===== config.mk =====
export PLATFORM = sky130hd
export DESIGN_NAME = patc_prox_timing
export DESIGN_NICKNAME = d
export VERILOG_FILES = /design/src/patc_pkg.sv /design/src/patc_prox_timing.sv
export SDC_FILE = /design/constraint.sdc
export NUM_CORES = 1
export LEC_CHECK = 0
export BUFFER_PORTS_ARGS = -buffer_cell sky130_fd_sc_hd__buf_2
export CELL_PAD_IN_SITES_DETAIL_PLACEMENT = 1
export CELL_PAD_IN_SITES_GLOBAL_PLACEMENT = 1
export CORE_ASPECT_RATIO = 1.2
export CORE_MARGIN = 5
export CORE_UTILIZATION = 47
export DETAILED_ROUTE_END_ITERATION = 8
export GPL_ROUTABILITY_DRIVEN = 1
export HOLD_SLACK_MARGIN = 0.03
export PLACE_DENSITY_LB_ADDON = 0.1
export SLEW_MARGIN = 20
export SYNTH_ARGS = -nofsm -noshare
export SYNTH_HDL_FRONTEND = slang
export SYNTH_SLANG_ARGS = --single-unit

===== constraint.sdc =====
create_clock -name clock -period 7.1 [get_ports clock]
set_input_delay 1.42 -clock clock [delete_from_list [all_inputs] [get_ports clock]]
set_output_delay 1.42 -clock clock [all_outputs]
set_load 0.05 [all_outputs]

===== src/patc_pkg.sv =====
// Package with register map, field layout and timing constants for the proximity converter timing block
`default_nettype none
package patc_pkg;
    // Register port widths
    localparam int unsigned ADDR_W = 8;
    localparam int unsigned DATA_W = 8;

    // Register offsets
    localparam logic [7:0] REC_OFS  = 8'h0A;   // prox_recovery_period
    localparam logic [7:0] GAIN_OFS = 8'h0B;   // prox_gain_exponent

    // Reset values
    localparam logic [7:0] REC_RESET  = 8'h70;
    localparam logic [7:0] GAIN_RESET = 8'h00;

    // Field positions
    localparam int unsigned REC_LSB  = 4;
    localparam int unsigned REC_MSB  = 6;
    localparam int unsigned GAIN_LSB = 0;
    localparam int unsigned GAIN_MSB = 2;

    // Timing: host clock period and converter clock period at unity gain, in ns
    localparam int unsigned CLK_PERIOD_NS = 20;
    localparam int unsigned ADC_CLK_NS    = 50;
    localparam logic [12:0] CLK_STEP_NS   = 13'(CLK_PERIOD_NS);

    // Converter clocks of LED pulse and integration at unity gain
    localparam logic [15:0] INTEG_BASE_CLKS = 16'h0100;

    // Counter widths
    localparam int unsigned ACC_W = 13;
    localparam int unsigned CNT_W = 16;
    localparam int unsigned GAP_W = 9;

    // Register port request
    typedef struct packed {
        logic [ADDR_W-1:0] addr;    // Register offset
        logic [DATA_W-1:0] wrData;  // Write data
        logic              wrEn;    // Write strobe
        logic              rdEn;    // Read strobe
    } patc_req_t;

    // Measurement sequencer states
    typedef enum logic [1:0] {
        SEQ_IDLE    = 2'b00,
        SEQ_RECOVER = 2'b01,
        SEQ_INTEG   = 2'b10
    } patc_state_t;
endpackage
`default_nettype wire


===== src/patc_prox_timing.sv =====
// Proximity converter recovery and gain configuration with timing sequencer
//
// Notes on behaviour
// - Recovery code picks 1..511 converter clocks
// - Recovery clock 50 ns, scaled by 2^gain
// - Recovery register resets to 0x70
// - Gain scales LED pulse and integration
// - Gain divides converter clock by 2^gain
//
// Decided for this implementation: the strobed register port.
`default_nettype none
module patc_prox_timing (
    input  wire logic                          clock,          // 50 MHz clock
    input  wire logic                          rstn,           // Synchronous reset, active low
    input  wire patc_pkg::patc_req_t           busReq,         // Register port request
    output var  logic [patc_pkg::DATA_W-1:0]   rdData_q,       // Read data, cycle after read strobe
    input  wire logic                          convStart,      // Start one proximity measurement
    output var  logic                          busy_q,         // Measurement in progress
    output var  logic                          recovering_q,   // Recovery period running
    output var  logic                          ledOn_q,        // LED pulse and integration window
    output var  logic                          adcTick_q,      // Divided converter clock tick
    output var  logic                          done_q,         // One-cycle end of measurement
    output var  logic [2:0]                    gainActive_q    // Gain exponent of current measurement
);
    // Recovery length in converter clocks for each code
    function automatic logic [15:0] recoveryClocks(input logic [2:0] code);
        logic [15:0] n;
        n = 16'h0001;
        case (code)
            3'd0:    n = 16'h0001;
            3'd1:    n = 16'h0007;
            3'd2:    n = 16'h000F;
            3'd3:    n = 16'h001F;
            3'd4:    n = 16'h003F;
            3'd5:    n = 16'h007F;
            3'd6:    n = 16'h00FF;
            3'd7:    n = 16'h01FF;
            default: n = 16'h0001;
        endcase
        return n;
    endfunction

    // Divided converter clock period in ns
    function automatic logic [12:0] adcPeriodNs(input logic [2:0] gain);
        return 13'(patc_pkg::ADC_CLK_NS) << gain;
    endfunction

    // Software-visible fields
    logic [2:0]  recCode_q;     // recovery_code field
    logic [2:0]  gainExp_q;     // prox_gain_exponent field
    // Sequencer state
    patc_pkg::patc_state_t state_q;
    patc_pkg::patc_state_t state_d;
    logic [2:0]  recLatched_q;  // Recovery code captured at start
    logic [patc_pkg::ACC_W-1:0] acc_q;   // Phase accumulator in ns
    logic [patc_pkg::ACC_W-1:0] acc_d;
    logic [patc_pkg::CNT_W-1:0] cnt_q;   // Remaining converter clocks
    logic [patc_pkg::CNT_W-1:0] cnt_d;

    // Register decode
    wire hitRec   = busReq.addr == patc_pkg::REC_OFS;
    wire hitGain  = busReq.addr == patc_pkg::GAIN_OFS;
    wire wrRec    = busReq.wrEn && hitRec;
    wire wrGain   = busReq.wrEn && hitGain;
    // Read views, reserved bits forced to zero
    wire [7:0] recView  = {1'b0, recCode_q, 4'h0};
    wire [7:0] gainView = {5'h00, gainExp_q};
    wire [7:0] rdMux    = hitRec ? recView : (hitGain ? gainView : 8'h00);

    // Sequencer decode
    wire        idle      = state_q == patc_pkg::SEQ_IDLE;
    wire        startNow  = idle && convStart;
    wire [patc_pkg::ACC_W-1:0] period  = adcPeriodNs(gainActive_q);
    wire [patc_pkg::ACC_W-1:0] accNext = acc_q + patc_pkg::CLK_STEP_NS;
    wire        tickNow   = !idle && (accNext >= period);
    wire        lastClk   = tickNow && (cnt_q == 16'h0001);
    // Fixed count of divided clocks: the divided period alone stretches the window by 2^gain
    wire [patc_pkg::CNT_W-1:0] integLen = patc_pkg::INTEG_BASE_CLKS;

    // Register writes: only the defined fields are stored
    always_ff @(posedge clock) begin
        if (!rstn) begin
            recCode_q <= patc_pkg::REC_RESET[patc_pkg::REC_MSB:patc_pkg::REC_LSB];
            gainExp_q <= patc_pkg::GAIN_RESET[patc_pkg::GAIN_MSB:patc_pkg::GAIN_LSB];
        end else begin
            if (wrRec) begin
                recCode_q <= busReq.wrData[patc_pkg::REC_MSB:patc_pkg::REC_LSB];
            end
            if (wrGain) begin
                gainExp_q <= busReq.wrData[patc_pkg::GAIN_MSB:patc_pkg::GAIN_LSB];
            end
        end
    end

    // Read data stands only in the cycle after the read strobe
    always_ff @(posedge clock) begin
        if (!rstn) begin
            rdData_q <= 8'h00;
        end else begin
            rdData_q <= busReq.rdEn ? rdMux : 8'h00;
        end
    end

    // Next-state logic of the sequencer
    always_comb begin
        state_d = state_q;
        cnt_d   = cnt_q;
        // Phase accumulator wraps by one divided period on each tick
        acc_d   = tickNow ? (accNext - period) : accNext;
        case (state_q)
            // Wait for a start; accumulator restarts for a fixed phase
            patc_pkg::SEQ_IDLE: begin
                acc_d = '0;
                if (convStart) begin
                    state_d = patc_pkg::SEQ_RECOVER;
                    cnt_d   = recoveryClocks(recCode_q);
                end
            end
            // Count recovery converter clocks at the divided rate
            patc_pkg::SEQ_RECOVER: begin
                if (tickNow) begin
                    cnt_d = cnt_q - 16'h0001;
                end
                if (lastClk) begin
                    state_d = patc_pkg::SEQ_INTEG;
                    cnt_d   = integLen;
                end
            end
            // LED pulse and integration, stretched by the gain
            patc_pkg::SEQ_INTEG: begin
                if (tickNow) begin
                    cnt_d = cnt_q - 16'h0001;
                end
                if (lastClk) begin
                    state_d = patc_pkg::SEQ_IDLE;
                end
            end
            default: begin
                state_d = patc_pkg::SEQ_IDLE;
                acc_d   = '0;
            end
        endcase
    end

    // Sequencer registers
    always_ff @(posedge clock) begin
        if (!rstn) begin
            state_q <= patc_pkg::SEQ_IDLE;
            acc_q   <= '0;
            cnt_q   <= '0;
        end else begin
            state_q <= state_d;
            acc_q   <= acc_d;
            cnt_q   <= cnt_d;
        end
    end

    // Settings snapshot: a write during a measurement waits for the next one
    always_ff @(posedge clock) begin
        if (!rstn) begin
            gainActive_q <= 3'd0;
            recLatched_q <= 3'd7;
        end else if (startNow) begin
            gainActive_q <= gainExp_q;
            recLatched_q <= recCode_q;
        end
    end

    // Registered status outputs
    always_ff @(posedge clock) begin
        if (!rstn) begin
            busy_q       <= 1'b0;
            recovering_q <= 1'b0;
            ledOn_q      <= 1'b0;
            adcTick_q    <= 1'b0;
            done_q       <= 1'b0;
        end else begin
            busy_q       <= state_d != patc_pkg::SEQ_IDLE;
            recovering_q <= state_d == patc_pkg::SEQ_RECOVER;
            ledOn_q      <= state_d == patc_pkg::SEQ_INTEG;
            adcTick_q    <= tickNow;
            done_q       <= (state_q == patc_pkg::SEQ_INTEG) && lastClk;
        end
    end

    // Checking helpers: cycles since last tick, ticks per phase
    logic [patc_pkg::GAP_W-1:0] gapCnt_q;
    logic [patc_pkg::CNT_W-1:0] recTicks_q;
    logic [patc_pkg::CNT_W-1:0] intTicks_q;
    wire  [patc_pkg::GAP_W-1:0] gapNow = gapCnt_q + 9'd1;
    wire  [patc_pkg::ACC_W-1:0] gapMin = period / patc_pkg::CLK_STEP_NS;
    wire  [patc_pkg::ACC_W-1:0] gapMax = (period + patc_pkg::CLK_STEP_NS - 13'd1) / patc_pkg::CLK_STEP_NS;

    // Helper counters restart with each measurement
    always_ff @(posedge clock) begin
        if (!rstn || startNow) begin
            gapCnt_q   <= '0;
            recTicks_q <= '0;
            intTicks_q <= '0;
        end else begin
            gapCnt_q   <= tickNow ? 9'd0 : gapNow;
            if (tickNow && state_q == patc_pkg::SEQ_RECOVER) begin
                recTicks_q <= recTicks_q + 16'h0001;
            end
            if (tickNow && state_q == patc_pkg::SEQ_INTEG) begin
                intTicks_q <= intTicks_q + 16'h0001;
            end
        end
    end

    // Recovery field comes out of reset at code 111
    resetRec_a: assert property (@(posedge clock)
        !rstn |=> (recCode_q == 3'd7) && (recView == 8'h70))
        else $error("recovery register not 0x70 after reset");

    // Reserved bits read back as zero
    rsvdRead_a: assert property (@(posedge clock) disable iff (!rstn)
        busReq.rdEn && hitRec |=> (rdData_q[7] == 1'b0) && (rdData_q[3:0] == 4'h0))
        else $error("reserved recovery bits read nonzero");

    // Gain write keeps only the exponent bits
    gainWrite_a: assert property (@(posedge clock) disable iff (!rstn)
        busReq.wrEn && hitGain ##1 busReq.rdEn && hitGain |=> rdData_q == {5'h00, $past(busReq.wrData[2:0], 2)})
        else $error("gain readback differs from written exponent");

    // Recovery phase lasts the coded number of converter clocks
    recLength_a: assert property (@(posedge clock) disable iff (!rstn)
        (state_q == patc_pkg::SEQ_RECOVER) && lastClk |-> recTicks_q + 16'h0001 == recoveryClocks(recLatched_q))
        else $error("recovery length differs from code");

    // Converter clock spacing matches 50 ns times 2^gain
    tickGap_a: assert property (@(posedge clock) disable iff (!rstn)
        tickNow |-> (13'(gapNow) >= gapMin) && (13'(gapNow) <= gapMax))
        else $error("converter clock spacing wrong for gain");

    // Gain 4 divides the converter clock by 16: 800 ns, 40 cycles
    gainFour_a: assert property (@(posedge clock) disable iff (!rstn)
        tickNow && gainActive_q == 3'd4 |-> gapNow == 9'd40)
        else $error("gain 4 clock not divided by 16");

    // LED and integration window lasts a fixed count of divided clocks
    integLength_a: assert property (@(posedge clock) disable iff (!rstn)
        (state_q == patc_pkg::SEQ_INTEG) && lastClk |-> intTicks_q + 16'h0001 == patc_pkg::INTEG_BASE_CLKS)
        else $error("integration length differs from base count");

    // LED turns on right after recovery
    ledSeq_a: assert property (@(posedge clock) disable iff (!rstn)
        $fell(recovering_q) |-> ledOn_q && busy_q)
        else $error("LED window not following recovery");

    // LED window ends together with busy and the done pulse
    ledEnd_a: assert property (@(posedge clock) disable iff (!rstn)
        $fell(ledOn_q) |-> done_q && !busy_q)
        else $error("LED window end not marked by done");

    // Recovery write stores the code bits
    recStore_a: assert property (@(posedge clock) disable iff (!rstn)
        busReq.wrEn && hitRec |=> recCode_q == $past(busReq.wrData[patc_pkg::REC_MSB:patc_pkg::REC_LSB]))
        else $error("recovery code not stored on write");

    // Gain write stores the exponent bits
    gainStore_a: assert property (@(posedge clock) disable iff (!rstn)
        busReq.wrEn && hitGain |=> gainExp_q == $past(busReq.wrData[patc_pkg::GAIN_MSB:patc_pkg::GAIN_LSB]))
        else $error("gain exponent not stored on write");

    // Recovery write keeps only the code bits on readback
    recReadback_a: assert property (@(posedge clock) disable iff (!rstn)
        busReq.wrEn && hitRec ##1 busReq.rdEn && hitRec |=> rdData_q == {1'b0, $past(busReq.wrData[6:4], 2), 4'h0})
        else $error("recovery readback differs from written code");

    // Settings are captured when a measurement starts
    gainCapture_a: assert property (@(posedge clock) disable iff (!rstn)
        startNow |=> (gainActive_q == $past(gainExp_q)) && (recLatched_q == $past(recCode_q)))
        else $error("settings not captured at start");

    // Gain 5 divides the converter clock by 32: 1600 ns, 80 cycles
    gainFive_a: assert property (@(posedge clock) disable iff (!rstn)
        tickNow && gainActive_q == 3'd5 |-> gapNow == 9'd80)
        else $error("gain 5 clock not divided by 32");

    // Tick output follows each divided converter clock by one cycle
    tickPulse_a: assert property (@(posedge clock) disable iff (!rstn)
        1'b1 |=> adcTick_q == $past(tickNow))
        else $error("tick output not one cycle after divided clock");

    // A start loads the coded recovery count
    recStart_a: assert property (@(posedge clock) disable iff (!rstn)
        startNow |=> recovering_q && busy_q && (cnt_q == recoveryClocks(recLatched_q)))
        else $error("recovery count not loaded at start");

    // LED window only inside a measurement and never during recovery
    ledBusy_a: assert property (@(posedge clock) disable iff (!rstn)
        ledOn_q |-> busy_q && !recovering_q)
        else $error("LED window outside its phase");

    // Main scenarios
    fullMeas_c: cover property (@(posedge clock) disable iff (!rstn) done_q);
    gainFive_c: cover property (@(posedge clock) disable iff (!rstn) ledOn_q && gainActive_q == 3'd5);
    shortRec_c: cover property (@(posedge clock) disable iff (!rstn) $fell(recovering_q) && recLatched_q == 3'd0);
    recWrite_c: cover property (@(posedge clock) disable iff (!rstn) wrRec && busy_q);
endmodule
`default_nettype wire


-- Word-level counts from Yosys, hierarchy flattened
Memory sizes are Yosys's and may differ from the RTL's. A register that Yosys moved wholly into a read port is not among the register bits.
Cells that the tools add are included.
- memories: 1
- memory bits (writable): 0
- logic and storage cells: 60
- bits in read-only memories: 64
- latch bits: 0
- output and inout bits: 16
- bits in registers: 53
- bits of input ports: 21
- $mul: 0
- add/subtract/negate cells: 3
- shifts and indexed selects: 1
- bitwise operators: 3
- $lt $le $gt $ge: 1
- reduce and logical (&&, ||, !) cells: 16
- equality and inequality tests: 8
- muxes and demuxes: 13
- div/mod/pow operators: 0
- memories (name ; words ; width ; rd ports ; clocked after Yosys merged registers in ; wr ports ; RTL line ; text):
    (name not given) ; 8 ; 8 ; 1 ; 1 ; 0 ; patc_prox_timing.sv:29 ; case (code)
- operators with widths (cell ; count):
    $mux 16 ; 3
    $pmux 16 s3 ; 1
    $eq 16x1->1 const B ; 1
    $eq 8x4->1 const B ; 2
    $sub 16x1->16 const B ; 1
    $add 13x5->13 const B ; 1
    $ge 13x13->1 ; 1
    $mux 13 ; 1
    $shl 6x3->13 const A ; 1
    $sub 13x13->13 ; 1
    $mux 3 ; 3
    $mux 7 ; 1
    $logic_and 1x1->1 ; 6
    $mux 2 ; 3
    $pmux 2 s3 ; 1
    $reduce_and 2->1 ; 3
    $eq 2x1->1 const B ; 2
    $eq 2x2->1 const B ; 2
    $reduce_or 4->1 ; 1
    $not 1->1 ; 3
    $reduce_bool 3->1 ; 1
    $reduce_or 3->1 ; 1
    $logic_not 2->1 ; 1
    $ne 2x2->1 const B ; 1
    other kinds (3) ; 3

-- Logic depth before layout (Yosys ltp)
- depth after elaboration: 7
- depth in mapped cells: 14
- mapped depth without buffers: 13

-- Worst setup path after synthesis
OpenSTA, ideal clock, no wires.
- kind: flip-flop to flip-flop
- from: register gainActive_q[1]
- to: register cnt_q[14] (netlist bit)
- arrival: 3.597 ns
- required time: 7.030 ns
- setup time: 0.070 ns
- cell stages (with the launch flop): 13
- path buffers: 0
- setup slack: 3.433 ns
- period minus slack after synthesis: 3.667 ns
- cell sequence: dfxtp_1 > inv_1 > ha_1 > or2_2 > ha_1 > nand3_1 > a21oi_1 > o2111ai_1 > a211o_1 > a21oi_2 > nand2_1 > or4_1 > a21oi_1
- word-level cells in the longest chain between the ends: 6
- elaborated cells on any way between the ends: 7
- classes of those cells: 1 x order compare; 1 x shift; 3 x mux; 2 x reduce/logical
- RTL lines (what ; RTL line ; text):
    from (decl) ; patc_prox_timing.sv:23 ; output var logic [2:0] gainActive_q
    from (signal assigned) ; patc_prox_timing.sv:164 ; gainActive_q <= gainExp_q;
    $shl 6x3->13 * ; patc_prox_timing.sv:45 ; return 13'(patc_pkg::ADC_CLK_NS) << gain;
    $ge 13x13->1 * ; patc_prox_timing.sv:75 ; wire tickNow = !idle && (accNext >= period);
    $logic_and 1x1->1 * ; patc_prox_timing.sv:75 ;
    $mux 16 or $logic_and 1x1->1 (tied branches) ; - ;
    $mux 16 ; patc_prox_timing.sv:124 ; if (lastClk) begin
    $pmux 16 s3 * ; patc_prox_timing.sv:110 ; case (state_q)
    to (signal assigned) ; patc_prox_timing.sv:154 ; cnt_q <= cnt_d;
    to (decl) ; patc_prox_timing.sv:57 ; logic [patc_pkg::CNT_W-1:0] cnt_q;
Every way passes the cells marked *; elsewhere a longest branch is shown, timed or not.
A chain may end at the register's enable or synchronous reset.

-- Final worst setup path
Same ends and word-level chain as after synthesis.

==> metrics.txt <==
buffer cell driving the clock tree root=sky130_fd_sc_hd__clkbuf_8; final-stage net count=482; share of async-settable or async-resettable flops after synthesis=0%; Worst setup EP type=flop; number of levels in the clock H-tree=3; cts-stage hold buffer count=0; Clk Latency, worst-skew pair=0.33 ns; dpl cells=513; number of resized instances in the post-cts repair step=0; largest net degree at the start of global routing=23; Buf/Inv on CP=1; stage delay of the slowest cell on the critical path=0.53 ns; synth-to-layout area growth=12.8%; global-route wire length before repair=14.4 mm; wire per inst=16.2 um; number of unique standard cell types used by synthesis=55; net switching fraction of the power=27.2%; cells along the critical path=inv_1 -> ha_1 -> or2_2 -> ha_1 -> nand3_1 -> a21oi_1 -> o2111ai_1 -> a211o_1 -> a21oi_2 -> nand2_1 -> or4_1 -> a21oi_1; leakage component of the power=1.52 nW; max-slew violation count=0; post-layout util=54.6%; power density of the placed cells=205 mW/mm^2; number of setup violations in the final report=0; Top FF cell, synth=sky130_fd_sc_hd__dfxtp_1; maximum buffer depth of the clock tree=2; clock network power share=41.7%; initial core utilization=48.4%; slowest cell on the critical path=sky130_fd_sc_hd__or4_1; most frequent standard cell in the layout excluding fill and tap cells=sky130_fd_sc_hd__dfxtp_1; clock-pin slew on the worst setup and hold paths=0.07 ns; number of design-rule violations left by the first detailed-router iteration=104; type of origin of the critical path=flop; clock sink total=57; Tot GR Track Use=20.5%; CTS tree=built; min-delay worst type=flop to flop; area of the die=0.00885 mm^2; unrepaired setup endpoints after global routing=no; Warnings, synthesis=0; vias in the first global route=3189; routed vias=3038; Pint=0.559 mW; non-filler instance count after layout=529; final total negative setup slack=0 ns; Net Sw Power=0.209 mW; Port-buffer cells=32; antenna fix cells=0; outcome=finished, final reports clean; achievable frequency=0.239 GHz; sum of net half-perimeters after detailed placement=6.47 mm; transition time at the pin with the least slew margin=0.869 ns; fraction of final layout cells sized beyond drive strength 1=13.6%; commonest cells after routing, fill and taps aside=57 x sky130_fd_sc_hd__dfxtp_1, 43 x sky130_fd_sc_hd__nor2_1, 38 x sky130_fd_sc_hd__nand2_1, 32 x sky130_fd_sc_hd__buf_2; DR pass1 iterations=4; final routed wirelength across all metal layers=8.56 mm; combinational power share=14.0%; Fillers=870; number of buffers created by CTS=9; DRC violations left=0; weighted congestion at the end of routability-driven global placement=0.779; Post-Synthesis Cell Area=0.00332 mm^2; synthesized netlist cell count=407; Core Area=0.00685 mm^2; Mean Syn Cell Area=8.15 um^2; number of top-level pins=37; Routed Antenna Nets=0; die height=102 um; share of synthesized area occupied by flip-flops and latches=34.4%; floorplan die width=86.7 um; largest vdd supply drop=0.174 mV; required time worst endpoint=7.36 ns; row count=33; critical path fanouts, max=12; post-layout minimum cycle time=4.18 ns; sequential share of power=44.3%; share of the clock period used by the worst path after layout=58.9%; cell family with the largest share of critical-path delay=compound AO/OA/AOI/OAI gates; Post-synth EDFFs=0; total grt overflow=0; type of the setup path with the least slack=flop to flop; Critical Path AT=4.45 ns; Post-CTS Repair Setup Buffers=0; worst-case clock skew=0.00938 ns; Vias per Instance=5.74; Slew HR=41.5%; initial antenna violation count=0; flip-flop and latch count after synthesis=57; Hold Vio Cnt, Final=0; number of max-cap violations=0
per-layer routing:
metal	global-route usage, %	wire (um)	vias to the layer above
met1	22.2	3630	1495
met4	7.55	99	0
li1	-	-	1494
met5	0	0	-
met2	38.6	4650	40
met3	4.60	182	9
cell usage after synthesis (all sizes together) (6+ instances only):
cell type	count	area (um^2)
nand4	8	50.1
nand2	38	143
nor2	43	161
inv	24	90.1
xor2	13	114
xnor2	8	70.1
o21ai	18	90.1
nor2b	6	37.5
nand2b	7	43.8
dfxtp	57	1140
and2	12	75.1
clkbuf	10	37.5
mux2i	10	100
ha	24	300
a21oi	23	119
nor3	12	60.1
nand3	18	90.1
worst register-to-register path, cell delays in order (launching register included):
cell and delay [ns]:
sky130_fd_sc_hd__dfxtp_1 0.49, sky130_fd_sc_hd__inv_1 0.14, sky130_fd_sc_hd__ha_1 0.39, sky130_fd_sc_hd__or2_2 0.31
sky130_fd_sc_hd__ha_1 0.40, sky130_fd_sc_hd__nand3_1 0.10, sky130_fd_sc_hd__a21oi_1 0.23, sky130_fd_sc_hd__o2111ai_1 0.18
sky130_fd_sc_hd__a211o_1 0.36, sky130_fd_sc_hd__a21oi_2 0.51, sky130_fd_sc_hd__nand2_1 0.34, sky130_fd_sc_hd__or4_1 0.53
sky130_fd_sc_hd__a21oi_1 0.14
area by class of cell:
| cell class | instances | area [um^2] | share of cell area (%) |
|---|---|---|---|
| repair buffers | 33 | 168 | 4.48 |
| clock inverters | 4 | 50.0 | 1.34 |
| inverters | 24 | 90.1 | 2.41 |
| multi-input cells | 312 | 2020 | 54.0 |
| clock buffers | 12 | 165 | 4.41 |
| flip-flops and latches | 57 | 1140 | 30.5 |
| well taps | 87 | 109 | 2.91 |
metrics by stage:
step                      worst slack [ns]  hold slack, ns  power [mW]  area [um^2]
after floorplan                       3.43           0.419       0.424         3320
after global placement                3.07           0.432       0.449         3530
after detailed placement              2.96           0.450       0.453         3530
after CTS                             2.95           0.465       0.775         3740
after global routing                  2.69           0.496       0.808         3740
final                                 2.92           0.454       0.768         3740
power by group through the flow:
stage | Sequential [mW] | Combinational (mW) | Clock [mW]
after global routing | 0.341 | 0.119 | 0.348
after floorplan | 0.348 | 0.0762 | 0
after CTS | 0.340 | 0.108 | 0.328
final | 0.340 | 0.108 | 0.320
after detailed placement | 0.347 | 0.107 | 0
after global placement | 0.346 | 0.103 | 0
logic make-up (layout without fill, tap and decap cells):
group | count (synthesis) | count (layout) | synth area share [%]
AOI/OAI and AO/OA | 85 | 85 | 17.0
xor gates and xnor gates | 21 | 21 | 5.54
adders and majority gates | 24 | 24 | 9.05
buffers and inverters | 39 | 73 | 4.86
DFF | 57 | 57 | 34.4
muxes | 10 | 10 | 3.02
other | 1 | 2 | 0.113
and+or+nand+nor | 170 | 170 | 26.0
path summary, 6_finish.rpt:
path / end / cells after the start / start / slack (ns)
hold / removal: cnt_q[5]$_SDFFE_PN0P_ / 2 / flop / 0.45
setup reg to reg: cnt_q[14]$_SDFFE_PN0P_ / 12 / gainActive_q[1]$_SDFFE_PN0P_ / 2.92
hold reg to reg: cnt_q[5]$_SDFFE_PN0P_ / 2 / flop / 0.45
setup / recovery: cnt_q[14]$_SDFFE_PN0P_ / 12 / gainActive_q[1]$_SDFFE_PN0P_ / 2.92
Power figures use the tool's default switching activity.
